==> src/shared/pcm_pkg.sv <==
// Constants, state layout and bus states of the upper port pin mux.
// Assumes one clock, mclk, and a synchronous active-high reset.
//
// Function
// - Direction one floats pin, zero drives latch.
// - Direction read returns stored bits despite overrides.
// - Every pin is an input after reset.
// - Master SPI clock drives bit 3 when output.
// - Input bit 3 feeds external SPI clock.
// - I2C clock bit 3, data bit 4, peripheral wins.
// - I2C input levels follow SMBus select.
// - Input bit 4 feeds SPI data input.
// - Output bit 5 carries SPI data output.
// - Async USART transmit owns bit 6 output.
// - Sync USART clock on bit 6, master drives.
// - Async receive data comes from input bit 7.
// - Sync USART data on bit 7, transmit wins.
// - Don't-care functions take direction from peripheral.
// - Latch register reads back latched values, not pins.
package pcm_pkg;

   // Port width in bits.
   localparam int PCM_W = 8;

   // Byte offsets of the registers on the bus.
   localparam logic [3:0] PCM_OFS_PIN  = 4'h0;
   localparam logic [3:0] PCM_OFS_LAT  = 4'h4;
   localparam logic [3:0] PCM_OFS_DIR  = 4'h8;
   localparam logic [3:0] PCM_OFS_MODE = 4'hC;

   // Reset values of the software registers.
   localparam logic [7:0] PCM_LAT_RST  = 8'h00;
   localparam logic [7:0] PCM_DIR_RST  = 8'hFF;
   localparam logic [6:0] PCM_MODE_RST = 7'h00;

   // Field positions inside the mode register.
   localparam int PCM_M_SSP_EN  = 0;
   localparam int PCM_M_I2C     = 1;
   localparam int PCM_M_SPI_MST = 2;
   localparam int PCM_M_SMBUS   = 3;
   localparam int PCM_M_US_EN   = 4;
   localparam int PCM_M_US_SYNC = 5;
   localparam int PCM_M_US_MST  = 6;

   // Pins that the serial peripherals can take over.
   localparam int PCM_P_CLK  = 3;
   localparam int PCM_P_DIN  = 4;
   localparam int PCM_P_DOUT = 5;
   localparam int PCM_P_TX   = 6;
   localparam int PCM_P_RX   = 7;

   // Bus slave states, one-hot.
   typedef enum logic [1:0] {
      PCM_BUS_IDLE = 2'b01,
      PCM_BUS_ACK  = 2'b10
   } pcm_bus_e;

   // Whole state of the top module.
   typedef struct packed {
      pcm_bus_e   bus;
      logic [7:0] lat;
      logic [7:0] dir;
      logic [6:0] mode;
      logic [7:0] rdata;
      logic [7:0] p_out;
      logic [7:0] p_oe;
      logic       sck_in;
      logic       sdi;
      logic       scl_in;
      logic       sda_in;
      logic       clk_in;
      logic       rx;
      logic       smb;
   } pcm_state_s;

endpackage

==> src/hw/pcm_pad_mux.sv <==
// One pin of the port: chooses driver and data between port and peripheral.
// Assumes all inputs are registered or stable within the clock cycle.
`timescale 1ns/1ns
module pcm_pad_mux
   import pcm_pkg::*;
(
   // Port side.
   input  wire logic dir,
   input  wire logic lat,
   // Peripheral side.
   input  wire logic per_data,
   input  wire logic per_force,
   input  wire logic per_oe,
   input  wire logic per_out,
   // Pad side.
   output logic      pad_oe,
   output logic      pad_out
);

   // A forced peripheral decides the driver, otherwise the direction bit does.
   always_comb begin
      if (per_force) begin
         pad_oe = per_oe;
      end else begin
         pad_oe = ~dir;
      end
   end

   // Peripheral data replaces the latch when the function owns the pin.
   always_comb begin
      if (per_data) begin
         pad_out = per_out;
      end else begin
         pad_out = lat;
      end
   end

endmodule

==> src/hw/pcm_top.sv <==
// Upper port pin mux with its latch, direction and mode registers.
// Assumes an Avalon-MM master on mclk and pads resolved outside.
//
// The Avalon-MM slave port and the address map were decided locally.
`timescale 1ns/1ns
module pcm_top
   import pcm_pkg::*;
(
   // Clock and reset.
   input  wire logic        mclk,
   input  wire logic        rst,
   // Avalon-MM slave.
   input  wire logic [3:0]  avs_address,
   input  wire logic        avs_read,
   input  wire logic        avs_write,
   input  wire logic [31:0] avs_writedata,
   input  wire logic [3:0]  avs_byteenable,
   output logic      [31:0] avs_readdata,
   output logic             avs_waitrequest,
   // Pads.
   input  wire logic [7:0]  pin_in,
   output logic      [7:0]  pin_out,
   output logic      [7:0]  pin_oe,
   // Mode bits for the peripherals.
   output logic      [6:0]  periph_mode,
   // SPI side of the serial port.
   input  wire logic        spi_sck_out,
   input  wire logic        spi_sdo,
   output logic             spi_sck_in,
   output logic             spi_sdi,
   // I2C side of the serial port.
   input  wire logic        i2c_scl_low,
   input  wire logic        i2c_sda_low,
   output logic             i2c_scl_in,
   output logic             i2c_sda_in,
   output logic             smbus_levels,
   // Enhanced USART side.
   input  wire logic        usart_tx,
   input  wire logic        usart_clk_out,
   input  wire logic        usart_data_out,
   input  wire logic        usart_data_oe,
   output logic             usart_clk_in,
   output logic             usart_rx
);

   // Reset image of the state.
   localparam pcm_state_s PCM_STATE_RST = '{
      bus:   PCM_BUS_IDLE,
      lat:   PCM_LAT_RST,
      dir:   PCM_DIR_RST,
      mode:  PCM_MODE_RST,
      default: '0
   };

   pcm_state_s q;      // Registered state.
   pcm_state_s next_q; // Next state.

   logic       spi_on;  // Serial port in SPI mode.
   logic       i2c_on;  // Serial port in I2C mode.
   logic       ua_on;   // USART in asynchronous mode.
   logic       us_on;   // USART in synchronous mode.
   logic [3:0] sel;     // One-hot register select.
   logic [7:0] pc_data; // Peripheral owns pin data.
   logic [7:0] pc_frc;  // Peripheral owns pin direction.
   logic [7:0] pc_oe;   // Peripheral driver enable.
   logic [7:0] pc_out;  // Peripheral pin data.
   logic [7:0] pad_oe;  // Muxed driver enable.
   logic [7:0] pad_out; // Muxed pin data.

   // Decodes a byte address into a one-hot register select.
   function automatic logic [3:0] reg_sel(input logic [3:0] a);
      logic [3:0] s;
      s = 4'h0;
      if (a == PCM_OFS_PIN) begin
         s = 4'h1;
      end else if (a == PCM_OFS_LAT) begin
         s = 4'h2;
      end else if (a == PCM_OFS_DIR) begin
         s = 4'h4;
      end else if (a == PCM_OFS_MODE) begin
         s = 4'h8;
      end
      return s;
   endfunction

   // Mode decode from the mode register.
   assign spi_on = q.mode[PCM_M_SSP_EN] & ~q.mode[PCM_M_I2C];
   assign i2c_on = q.mode[PCM_M_SSP_EN] & q.mode[PCM_M_I2C];
   assign ua_on  = q.mode[PCM_M_US_EN] & ~q.mode[PCM_M_US_SYNC];
   assign us_on  = q.mode[PCM_M_US_EN] & q.mode[PCM_M_US_SYNC];
   assign sel    = reg_sel(avs_address);

   // Per-pin ownership; untouched pins stay plain port pins.
   always_comb begin
      pc_data = 8'h00;
      pc_frc  = 8'h00;
      pc_oe   = 8'h00;
      pc_out  = 8'h00;
      if (spi_on) begin
         // Master clock beats the latch while bit 3 is an output.
         pc_data[PCM_P_CLK]  = q.mode[PCM_M_SPI_MST];
         pc_out[PCM_P_CLK]   = spi_sck_out;
         pc_data[PCM_P_DOUT] = 1'b1;
         pc_out[PCM_P_DOUT]  = spi_sdo;
      end else if (i2c_on) begin
         // Open-drain lines pull low only when the peripheral asks.
         pc_data[PCM_P_CLK] = 1'b1;
         pc_frc[PCM_P_CLK]  = 1'b1;
         pc_oe[PCM_P_CLK]   = i2c_scl_low;
         pc_data[PCM_P_DIN] = 1'b1;
         pc_frc[PCM_P_DIN]  = 1'b1;
         pc_oe[PCM_P_DIN]   = i2c_sda_low;
      end
      if (ua_on) begin
         // Transmit drives bit 6 whatever the direction bit says.
         pc_data[PCM_P_TX] = 1'b1;
         pc_frc[PCM_P_TX]  = 1'b1;
         pc_oe[PCM_P_TX]   = 1'b1;
         pc_out[PCM_P_TX]  = usart_tx;
      end else if (us_on) begin
         // Clock is driven as master and released as slave.
         pc_data[PCM_P_TX] = 1'b1;
         pc_frc[PCM_P_TX]  = 1'b1;
         pc_oe[PCM_P_TX]   = q.mode[PCM_M_US_MST];
         pc_out[PCM_P_TX]  = usart_clk_out;
         // Data direction follows the USART's own enable.
         pc_data[PCM_P_RX] = 1'b1;
         pc_frc[PCM_P_RX]  = 1'b1;
         pc_oe[PCM_P_RX]   = usart_data_oe;
         pc_out[PCM_P_RX]  = usart_data_out;
      end
   end

   // One mux per pin.
   for (genvar i = 0; i < PCM_W; i++) begin : g_pad
      pcm_pad_mux u_pad (
         .dir       (q.dir[i]),
         .lat       (q.lat[i]),
         .per_data  (pc_data[i]),
         .per_force (pc_frc[i]),
         .per_oe    (pc_oe[i]),
         .per_out   (pc_out[i]),
         .pad_oe    (pad_oe[i]),
         .pad_out   (pad_out[i])
      );
   end

   // Next state: bus slave, peripheral inputs and registered pads.
   always_comb begin
      next_q = q;
      case (q.bus)
         PCM_BUS_IDLE: begin
            if (avs_read || avs_write) begin
               next_q.bus = PCM_BUS_ACK;
               // Read data is prepared one cycle ahead of the answer.
               if (sel[0]) begin
                  next_q.rdata = pin_in;
               end else if (sel[1]) begin
                  next_q.rdata = q.lat;
               end else if (sel[2]) begin
                  next_q.rdata = q.dir;
               end else if (sel[3]) begin
                  next_q.rdata = {1'b0, q.mode};
               end else begin
                  next_q.rdata = 8'h00;
               end
            end
         end
         PCM_BUS_ACK: begin
            next_q.bus = PCM_BUS_IDLE;
            // Writes land at the edge where the master sees the answer.
            if (avs_write && avs_byteenable[0]) begin
               if (sel[0] || sel[1]) begin
                  next_q.lat = avs_writedata[7:0];
               end else if (sel[2]) begin
                  next_q.dir = avs_writedata[7:0];
               end else if (sel[3]) begin
                  next_q.mode = avs_writedata[6:0];
               end
            end
         end
         default: begin
            next_q.bus = PCM_BUS_IDLE;
         end
      endcase
      // SPI input pins are passed on only while their direction lets them; I2C and sync clock inputs ignore direction.
      next_q.sck_in = spi_on & q.dir[PCM_P_CLK] & pin_in[PCM_P_CLK];
      next_q.sdi    = spi_on & q.dir[PCM_P_DIN] & pin_in[PCM_P_DIN];
      next_q.scl_in = i2c_on ? pin_in[PCM_P_CLK] : 1'b1;
      next_q.sda_in = i2c_on ? pin_in[PCM_P_DIN] : 1'b1;
      next_q.smb    = i2c_on & q.mode[PCM_M_SMBUS];
      next_q.clk_in = us_on & pin_in[PCM_P_TX];
      // In async mode receive idles high when the pin is not an input.
      if (ua_on) begin
         next_q.rx = q.dir[PCM_P_RX] ? pin_in[PCM_P_RX] : 1'b1;
      end else begin
         next_q.rx = pin_in[PCM_P_RX];
      end
      next_q.p_out = pad_out;
      next_q.p_oe  = pad_oe;
   end

   // State register with synchronous reset.
   always_ff @(posedge mclk) begin
      if (rst) begin
         q <= PCM_STATE_RST;
      end else begin
         q <= next_q;
      end
   end

   // Outputs.
   assign avs_waitrequest = (avs_read | avs_write) & (q.bus != PCM_BUS_ACK);
   assign avs_readdata    = {24'h00_0000, q.rdata};
   assign pin_out         = q.p_out;
   assign pin_oe          = q.p_oe;
   assign periph_mode     = q.mode;
   assign spi_sck_in      = q.sck_in;
   assign spi_sdi         = q.sdi;
   assign i2c_scl_in      = q.scl_in;
   assign i2c_sda_in      = q.sda_in;
   assign smbus_levels    = q.smb;
   assign usart_clk_in    = q.clk_in;
   assign usart_rx        = q.rx;
endmodule

==> config.mk <==
export PLATFORM = sky130hd
export DESIGN_NAME = pcm_top
export DESIGN_NICKNAME = d
export VERILOG_FILES = /design/src/shared/pcm_pkg.sv /design/src/hw/pcm_pad_mux.sv /design/src/hw/pcm_top.sv
export SDC_FILE = /design/constraint.sdc
export NUM_CORES = 1
export LEC_CHECK = 0
export ABC_AREA = 1
export BUFFER_PORTS_ARGS = -buffer_cell sky130_fd_sc_hd__buf_2
export CORE_MARGIN = 3
export CORE_UTILIZATION = 42
export CTS_CLUSTER_SIZE = 24
export DETAILED_ROUTE_END_ITERATION = 8
export HOLD_SLACK_MARGIN = 0.06
export PLACE_DENSITY = 0.79
export REMOVE_ABC_BUFFERS = 1
export SETUP_SLACK_MARGIN = 0.02
export SLEW_MARGIN = 20
export SYNTH_ARGS = -nofsm -noshare
export SYNTH_HDL_FRONTEND = slang
export SYNTH_SLANG_ARGS = --single-unit
export TNS_END_PERCENT = 5
==> constraint.sdc <==
create_clock -name mclk -period 1.1 [get_ports mclk]
set_input_delay 0.11 -clock mclk [delete_from_list [all_inputs] [get_ports mclk]]
set_output_delay 0.11 -clock mclk [all_outputs]
set_load 0.01 [all_outputs]
Word level (Yosys, flattened, before mapping)

Index checks and enable logic that the tools add are counted.

Eq/ne operators: 6
Muxes and demuxes: 38
Bitwise logic cells: 25
Reductions and logical operators: 10

Operators by type and width:

| operator                                                              | number |
|---|---|
| 8-bit 2-to-1 mux                                                      | 3 |
| 1-bit 2-to-1 mux                                                      | 23 |
| 4-bit 2-to-1 mux                                                      | 4 |
| 2-bit 2-to-1 mux                                                      | 7 |
| 1-bit inverter                                                        | 13 |
| 1-bit bitwise AND                                                     | 11 |
| 4-bit equality test, second input constant                            | 2 |
| 7-bit 2-to-1 mux                                                      | 1 |
| 5-bit AND reduction                                                   | 1 |
| 4-bit by 3-bit equality test with 1-bit output, second input constant | 1 |
| 4-bit zero test                                                       | 1 |
| 4-bit AND reduction                                                   | 1 |
| 2-bit OR reduction                                                    | 2 |
| 3-bit AND reduction                                                   | 1 |
| 2-bit by 1-bit equality test with 1-bit output, second input constant | 1 |
| 2-bit equality test, second input constant                            | 1 |
| 1-bit logical OR                                                      | 2 |
| 2-bit != test, second input constant                                  | 1 |
| 2-bit AND reduction                                                   | 1 |
| 1-bit logical AND                                                     | 1 |
| 1-bit OR                                                              | 1 |

Flip-flop bits (word level): 56
Bits of input ports: 60
Output and inout bits: 63
Word-level logic and storage cells: 94

Longest topological paths before layout

Gate-level depths: netlist of run 1.

Depth after elaboration: 9
Mapped depth: 8
Depth with buffers taken out: 8

Cells and area by module

Synthesis of run 1 repeated with hierarchy kept, for this count alone.

Cells, all modules: 419
Area, all modules: 2954.1 um^2

By module, submodules not included:

| module      | times used | cells an instance | area each (um^2) | seq. area each (um^2) |
|---|---|---|---|---|
| pcm_top     | 1          | 371               | 2763.9           | 1121.1 |
| pcm_pad_mux | 8          | 6                 | 23.8             | 0.0 |

Worst setup path before layout of run 1

No wires, ideal clock.

Path kind: register -> register
Start: register q[55] (netlist bit)
End: register q[47] (netlist bit)
Library setup time: 0.119 ns
Arrival: 1.076 ns
Data required time: 0.981 ns
Path slack: -0.095 ns
Cell stages (with the launch flop): 7
Buffers on the path: 1
Period minus slack after synthesis: 1.195 ns
Path through: dfxtp_1 inv_1 nor3_4 nand2_1 buf_4 o21ai_0 a21oi_1

Word-level cells in the longest chain between the ends: 2

Ends and longest elaborated chain:

| what                                 | RTL line       | RTL |
|---|---|---|
| from (decl)                          | pcm_top.sv:55  | `pcm_state_s q;` |
| from (signal assigned)               | pcm_top.sv:208 | `q <= next_q;` |
| 2-bit equality test                  | pcm_top.sv:151 | `case (q.bus)` |
| 3-bit AND reduction (no source line) | --             |  |

No other way between the ends.
A chain may end at the register's enable or synchronous reset.

Final worst setup path of run 1

Start: register q[55] (netlist bit)
End: register q (netlist bit avs_readdata[2])

Word-level cells in the longest chain between the ends: 2

Ends and longest elaborated chain:

| what                                           | RTL line |
|---|---|
| 2-bit by 1-bit equality test with 1-bit output | pcm_top.sv:151 |
| 2-bit AND reduction (no source line)           | -- |

No other way between the ends.

==> flow_summary.toml, run 1 <==
[outcome]
outcome = "finished with violations"
violations = "setup timing"

[timing]
drv_slew = 0
fin_skew_ns = 0.0119
rsz0062_at_grt = "yes"
setup_violations = 16
layout_min_cycle_time_ns = 1.15
finalHoldViolations = 0
timing.hold.ws_ns = 0.0699
layout_worst_path_cycle_share_pct = 105
layout_setup_ws_ns = -0.0550
fmax_mhz = 866
tns_ns = -0.207

[power_and_ir_drop]
internal_power_mw = 2.94
p_sw_share_pct = 24.6
power_switching_mw = 0.957
p_leak_nw = 1.64
seqPwrFrac_pct = 53.3
clkPwrFrac_pct = 34.4
peakVddDrop_v = 0.000619
powerDensity_nw_per_um2 = 1230
pwr-share-comb_pct = 12.3

[die]
fp.dieH_um = 85.2
rows = 28
core-area_um2 = 5990
die_w_um = 85.2
dieArea_um2 = 7260
ios = 123
start_util_pct = 44.0

[drt]
viasPerCell = 4.61
route.vias.total = 2285
ant_nets = 0
drc = 0
wl_per_cell_um = 12.9
first_pass_iters = 4
drt_wl_total_mm = 6.41
drt-initial-drc-count = 127

[logic_synthesis]
yosys_warnings = 0
avgSynthCellArea_um2 = 7.57
syn_area_um2 = 2640
yosysSeqAreaShare_pct = 42.5
ys_types = 26
synthCells = 348
synth-seq-cells = 56

[placed_design]
place_congestion = 0.905
placed_cell_area_um2 = 2870
io_buffers = 71
hpwl_mm = 4.88

[global_route]
grt_pass1_wl_mm = 10.3
grt_pass1_vias = 2162
antenna_found_initial = 0
grt_overflow = 0
track_usage_pct = 17.7
grt_max_degree = 22

[worst_setup_path]
critical_path_required_ns = 1.34
path_class = "flop to flop"
critPathLaunchType = "flop"
reg2reg_depth = 8
r2r-end = "avs_readdata[2]"
cp-end-kind = "flop"
rrSetupSlack_ns = -0.05
crit_fanout = 3
cp.arrival_ns = 1.40
r2r_start = "q[55]"

[clock_tree]
cts_tree = "done"
cts_sinks = 56
worstSkewPairLatency_ns = 0.31
root_buffer = "clkbuf_8"
clk_pin_slew_ns = 0.10
cts_made_buffers = 5
h-tree-depth = 2
clk_path_buf_depth = 2

[job]
max_cap_violations = 0

[worst_hold_path]
worstHoldEndpoint = "usart_rx"
hold_path_class = "input pin to flop"
hold_depth = 3
min_from = "pin_in[7]"

[cells_and_area]
nFillCells = 562
nets = 480
insertedDiodeCount = 0
syn2layout_area_growth_pct = 20.2
final_core_util_pct = 52.9
finalInstanceArea_um2 = 3170
drive_gt1_share_pct = 29.9
-- worst max-delay path, stage by stage, from the launching register on --
cell and delay (ns):
dfxtp_2 0.33, inv_2 0.08, nand2_2 0.07, nor2_4 0.12, buf_6 0.13, nand2_1 0.05
nor2_1 0.09, nand2_1 0.09, a21oi_1 0.14
-- worst max path at each step --
stage	to	from
after floorplan	avs_readdata[0]	avs_address[1]
after global placement	avs_readdata[0]	avs_address[1]
after detailed placement	avs_readdata[0]	avs_address[1]
after CTS	q[45]	q[54]
after global routing	avs_readdata[2]	q[55]
final	avs_readdata[2]	q[55]
-- kinds of logic (layout without fill, tap and decap cells) --
kind of cell | Yosys count | count (layout) | synth area share [%]
AOI/OAI and AO/OA | 49 | 49 | 9.97
other | 1 | 24 | 0.142
and+or+nand+nor | 143 | 143 | 24.5
buffers and inverters | 99 | 149 | 22.9
DFF | 56 | 56 | 42.5
-- layer usage --
| layer | share of wire [%] | wire (um) | GRT usage, % |
|---|---|---|---|
| met1 | 43 | 2790 | 21.9 |
| met2 | 48 | 3080 | 30.0 |
| met5 | 0 | 0 | 0 |
| met4 | 1.1 | 71 | 4.89 |
| met3 | 7.4 | 473 | 5.15 |
-- power groups by stage --
stage | Clock (mW) | Combinational, mW | Sequential [mW]
after floorplan | 0 | 0.194 | 2.13
after global placement | 0 | 0.404 | 2.12
after detailed placement | 0 | 0.410 | 2.12
after CTS | 1.36 | 0.472 | 2.07
after global routing | 1.44 | 0.531 | 2.08
final | 1.34 | 0.480 | 2.07
-- repair_timing --
item / CTS / global route
hold buffers: 12 / 0
gates resized for setup: 22 / 10
buffers inserted: 2 / 0
gates cloned: 0 / 0
pin swaps: 3 / 3
endpoints found under the hold margin: 13 / 0
endpoints found under the setup margin: 33 / 36
-- synth_stat cells --
library cell  number  area [um^2]
clkinv_2           1         5.00
a21oi_1           23          115
buf_6              1         11.3
dfxtp_1           56         1120
nand4_1            7         43.8
o211ai_2           2         25.0
buf_2              1         5.00
nand2_2            1         6.26
or2_2              1         6.26
nand2_1           57          214
nor2_4             2         22.5
nor3_4             2         32.5
conb_1             1         3.75
o211ai_1           1         7.51
buf_1              2         7.51
inv_1             31          116
nand3_1           24          120
nor4_1             2         12.5
inv_2              3         11.3
buf_4             56          420
nor2_1            44          165
clkbuf_1           3         11.3
nor3_1             2         10.0
o21ai_0           23          115
buf_8              1         15.0
nand2_4            1         11.3
-- final cells by class --
type / instances / area, um^2 / area share, %
clock inverter: 3 / 42.5 / 1.34
tap: 75 / 93.8 / 2.96
inverter: 35 / 146 / 4.62
clock buffer: 5 / 68.8 / 2.17
timing repair buffer: 106 / 672 / 21.2
sequential: 56 / 1120 / 35.5
multi-input combinational: 216 / 1020 / 32.2
-- per-stage QoR --
stage                     power (mW)  worst slack, ns  std cells
after floorplan                 2.32           -0.193        307
after global placement          2.52           -0.136        474
after detailed placement        2.53           -0.142        474
after CTS                       3.91          -0.0227        496
after global routing            4.05           -0.128        496
final                           3.89          -0.0550        496
-- registers in the layout, summed over array words and instances (netlist names) --
register and cells:
smbus_levels 1, pin_oe 8, spi_sck_in 1, q 18, i2c_sda_in 1, pin_out 8, i2c_scl_in 1, avs_readdata 8
usart_rx 1, spi_sdi 1, periph_mode 7, usart_clk_in 1
-- cell usage in the layout (no fill, tap or decap), types with 14 or more instances in the layout --
| cell type | count |
|---|---|
| nand2_1 | 53 |
| a21oi_1 | 22 |
| nand3_1 | 24 |
| buf_2 | 71 |
| buf_4 | 19 |
| nor2_1 | 43 |
| inv_1 | 29 |
| o21ai_1 | 14 |
| dfxtp_1 | 53 |
| conb_1 | 24 |
(Power assumes the default switching activity.)
==> run 2, diff against run 1 <==
Settings changed: CELL_PAD_IN_SITES_DETAIL_PLACEMENT set to 1, CELL_PAD_IN_SITES_GLOBAL_PLACEMENT set to 1, CORE_UTILIZATION 42 to 29, PLACE_DENSITY 0.79 to not set, PLACE_DENSITY_LB_ADDON set to 0.08.
==> flow_summary.toml, run 2 (synthesis results as in run 1) <==
[outcome]
outcome = "finished with violations"
violations = "setup timing"

[cells_and_area]
syn2layout_area_growth_pct = 24.0
seq_area_um2 = 1130
largest_reg_flops = 18
nFillCells = 1116
insertedDiodeCount = 0
regMostFlops = "q"
nets = 480
fin_cells = 529
multi_input_area_um2 = 1070
finalInstanceArea_um2 = 3270
drive_gt1_share_pct = 33.5
final_cell_mix = "buf_2, dfxtp_1, nand2_1, nor2_1, inv_1"
final_common_cell = "buf_2"

[die]
die_w_um = 101
fp.dieH_um = 101
dieArea_um2 = 10300
rows = 34
ios = 123
start_util_pct = 30.1
core-area_um2 = 8760

[power_and_ir_drop]
peakVddDrop_v = 0.000457
p_leak_nw = 1.62
powerDensity_nw_per_um2 = 1210

[drt]
first_pass_iters = 4
route.vias.total = 2287
drt_wl_total_mm = 7.60
drt-initial-drc-count = 32
viasPerCell = 4.32
wl_per_cell_um = 14.4
drc = 0
ant_nets = 0

[job]
max_cap_violations = 0

[timing]
fmax_mhz = 818
layout_min_cycle_time_ns = 1.22
drv_slew = 0
layout_worst_path_cycle_share_pct = 111
finalHoldViolations = 0
layout_setup_ws_ns = -0.122
setup_violations = 31
rsz0062_at_grt = "yes"
tns_ns = -2.24
timing.hold.ws_ns = 0.0663
fin_skew_ns = 0.00669

[placed_design]
hpwl_mm = 6.03
dp_cells = 513
place_congestion = 0.821
placed_cell_area_um2 = 2980
dp_slack_ns = -0.153
io_buffers = 71

[global_route]
track_usage_pct = 15.1
grt_pass1_vias = 2297
antenna_found_initial = 0
grt_overflow = 0
grt_max_degree = 22
grt_pass1_wl_mm = 11.9

[clock_tree]
cts_tree = "done"
worstSkewPairLatency_ns = 0.30
cts_sinks = 56
root_buffer = "clkbuf_8"
clk_pin_slew_ns = 0.10
cts_made_buffers = 5
h-tree-depth = 2
clk_path_buf_depth = 2

[worst_setup_path]
crit_path_frequent_cell = "buf_6"
critical_path_required_ns = 1.31
cp-end-kind = "flop"
max_stage_delay_ns = 0.36
cp.arrival_ns = 1.43
cp_top_family = "simple AND/OR/NAND/NOR gates"
cp_cell_sequence = "nor3_4 > buf_6 > nand2_8 > buf_6 > nand2_2 > nand3_2"
cp_slowest_cell = "dfxtp_2"
cp.buffers_inverters = 2
crit_fanout = 5
path_class = "flop to flop"
critPathLaunchType = "flop"

[worst_hold_path]
hold_path_class = "input pin to flop"
==> run 2: changes by cell type in the layout (fill, tap and decap cells not counted), sizes merged <==
cell / previous run / this run
dlygate4sd3: 12 / 7
clkbuf: 5 / 6
buf: 94 / 99
clkinvlp: 1 / 0
==> run 2: area by class of cell <==
class	count	share of cell area [%]
Sequential cell	56	34.5
Inverter	35	4.25
Clock inverter	2	1.07
Timing Repair Buffer	106	21.1
Multi-Input combinational cell	216	32.7
Clock buffer	6	2.22
Tap cell	108	4.13
==> run 2: final timing paths <==
kind / endpoint / cells after the start / slack (ns) / startpoint
setup / recovery: q[44] / 6 / -0.12 / q[54]
hold / removal: q[41] / 3 / 0.07 / avs_writedata[3]
setup reg to reg: q[44] / 6 / -0.12 / q[54]
hold reg to reg: pin_oe[0] / 1 / 0.46 / q[38]
==> run 2: power breakdown <==
group          internal [mW]  switching (mW)  leakage [nW]
clock network          0.678           0.677        0.0552
logic                  0.214           0.300          1.11
registers               2.06          0.0156         0.455
total                   2.95           0.993          1.62
==> run 2: routing by layer <==
layer | up-vias | wire length [um] | track usage, % | share of wire, %
li1 | 1168 | - | - | -
met1 | 1051 | 3540 | 20.6 | 47
met2 | 62 | 3640 | 24.5 | 48
met3 | 6 | 325 | 2.41 | 4.3
met4 | 0 | 91 | 4.29 | 1.2
met5 | - | 0 | 0 | 0
==> run 2: metrics by stage <==
step                      utilization [%]  power, mW
final                                37.3       3.94
after global routing                 37.3       4.15
after CTS                            36.6       3.97
after detailed placement             34.0       2.58
after global placement               34.0       2.57
after floorplan                         -       2.32
==> run 2: what timing repair did <==
action | 4_1_cts | 5_1_grt
gates resized for setup | 25 | 19
endpoints found under the hold margin | 7 | 0
hold buffers | 7 | 0
pin swaps | 4 | 7
buffers inserted | 0 | 1
endpoints found under the setup margin | 34 | 41
==> run 2: worst min-delay path, stage by stage <==
cell	delay, ns
buf_2	0.12
nand2_1	0.07
o211ai_2	0.05
==> run 3, diff against run 2 <==
Settings changed: CORE_ASPECT_RATIO set to 1.4, CORE_UTILIZATION 29 to 34.
Clock period 1.1 ns to 1.5 ns, I/O delays scaled along.
==> flow_summary.toml, run 3 (synthesis results as in run 1) <==
[global_route]
antenna_found_initial = 0
grt_pass1_wl_mm = 10.8
grt_pass1_vias = 2140
grt_max_degree = 22
track_usage_pct = 16.1
grt_overflow = 0

[worst_setup_path]
cp_cell_sequence = "inv_1 > nand2_1 > nor2_4 > nand2_1 > a21oi_1 > nand3_1 > nand2_1"
max_stage_delay_ns = 0.31
cp.arrival_ns = 1.51
critical_path_required_ns = 1.76
path_class = "flop to flop"
cp_slowest_cell = "dfxtp_1"
crit_path_frequent_cell = "nand2_1"
cp-end-kind = "flop"
critPathLaunchType = "flop"
crit_fanout = 8

[power_and_ir_drop]
pwr-share-comb_pct = 11.0
power_switching_mw = 0.645
seqPwrFrac_pct = 59.5
internal_power_mw = 1.90
powerDensity_nw_per_um2 = 885
p_leak_nw = 1.49
p_sw_share_pct = 25.3
total_power_mw = 2.55
clkPwrFrac_pct = 29.5
peakVddDrop_v = 0.000352

[clock_tree]
root_buffer = "clkbuf_8"
clk_path_buf_depth = 2
h-tree-depth = 2
cts_tree = "done"
clk_pin_slew_ns = 0.09
worstSkewPairLatency_ns = 0.30
cts_sinks = 56
cts_hold_buffers = 1
post_cts_resize_count = 0
post_cts_buffers = 0
cts_made_buffers = 5

[timing]
rsz0062_at_grt = "no"
layout_min_cycle_time_ns = 1.25
finalHoldViolations = 0
setup_violations = 0
layout_worst_path_cycle_share_pct = 83.3
fmax_mhz = 801
tns_ns = 0
drv_slew = 0
fin_skew_ns = 0.00208

[worst_hold_path]
hold_path_class = "input pin to flop"

[drt]
ant_nets = 0
route.vias.total = 2159
drt-initial-drc-count = 69
wl_per_cell_um = 13.8
first_pass_iters = 4
viasPerCell = 4.40
drc = 0
drt_wl_total_mm = 6.77

[die]
die_w_um = 80.4
dieArea_um2 = 8860
ios = 123
rows = 37
start_util_pct = 35.4
fp.dieH_um = 110
core-area_um2 = 7450

[placed_design]
hpwl_mm = 5.56
io_buffers = 71
placed_cell_area_um2 = 2800
place_congestion = 0.807

[cells_and_area]
syn2layout_area_growth_pct = 9.35
drive_gt1_share_pct = 25.1
nets = 456
final_common_cell = "buf_2"
largest_reg_flops = 18
nFillCells = 962
finalInstanceArea_um2 = 2880
final_cell_mix = "buf_2, nand2_1, dfxtp_1, nor2_1, inv_1"
insertedDiodeCount = 0
regMostFlops = "q"

[job]
max_cap_violations = 0

[outcome]
outcome = "complete, no violations"
-- run 3: cell count changes in the layout (fill, tap and decap cells not counted), sizes merged --
| cell | before | now |
|---|---|---|
| clkbuf | 6 | 5 |
| buf | 99 | 81 |
| bufinv | 1 | 0 |
| dlygate4sd3 | 7 | 1 |
| clkinv | 2 | 1 |
-- run 3: metrics by stage --
| stage | instances | worst slack (ns) | hold slack (ns) | util [%] |
|---|---|---|---|---|
| floorplan | 307 | 0.167 | 0.217 | - |
| global placement | 485 | 0.140 | 0.379 | 37.6 |
| detailed placement | 485 | 0.132 | 0.383 | 37.6 |
| CTS | 491 | 0.204 | 0.0628 | 38.7 |
| global route | 491 | 0.115 | 0.0863 | 38.7 |
| finish | 491 | 0.251 | 0.0727 | 38.7 |
-- run 3: critical path: cells and delay by family (launching register included) --
kind / cells / cell delay, ns
buf+inv: 1 / 0.11
compound gates: 1 / 0.16
flops: 1 / 0.31
simple gates: 5 / 0.61
-- run 3: cell type report --
cell class	count	area (um^2)	area share, %
multi-input cells	216	997	34.6
flip-flops and latches	56	1120	38.9
clock buffers	5	68.8	2.39
repair buffers	82	440	15.3
inverters	35	133	4.60
well taps	97	121	4.21
-- run 3: power groups by stage --
stage               clock (mW)  combinational, mW  sequential, mW
floorplan                    0              0.142            1.56
global placement             0              0.277            1.55
detailed placement           0              0.281            1.55
CTS                      0.793              0.284            1.52
global route             0.830              0.320            1.52
finish                   0.752              0.280            1.52
-- run 3: final timing paths --
path / from / endpoint / slack, ns / depth (start not counted)
worst min-delay path: avs_writedata[6] / q[44] / 0.07 / 3
worst max-delay path: q[55] / avs_readdata[0] / 0.25 / 7
worst max register to register: q[55] / avs_readdata[0] / 0.25 / 7
worst min register to register: avs_readdata[3] / avs_readdata[3] / 0.47 / 2
-- run 3: layer usage --
| layer | GRT usage, % | part of all wire (%) |
|---|---|---|
| met5 | 0 | 0 |
| met4 | 4.71 | 1.3 |
| met3 | 3.25 | 5.7 |
| met2 | 28.7 | 50 |
| met1 | 19.3 | 43 |
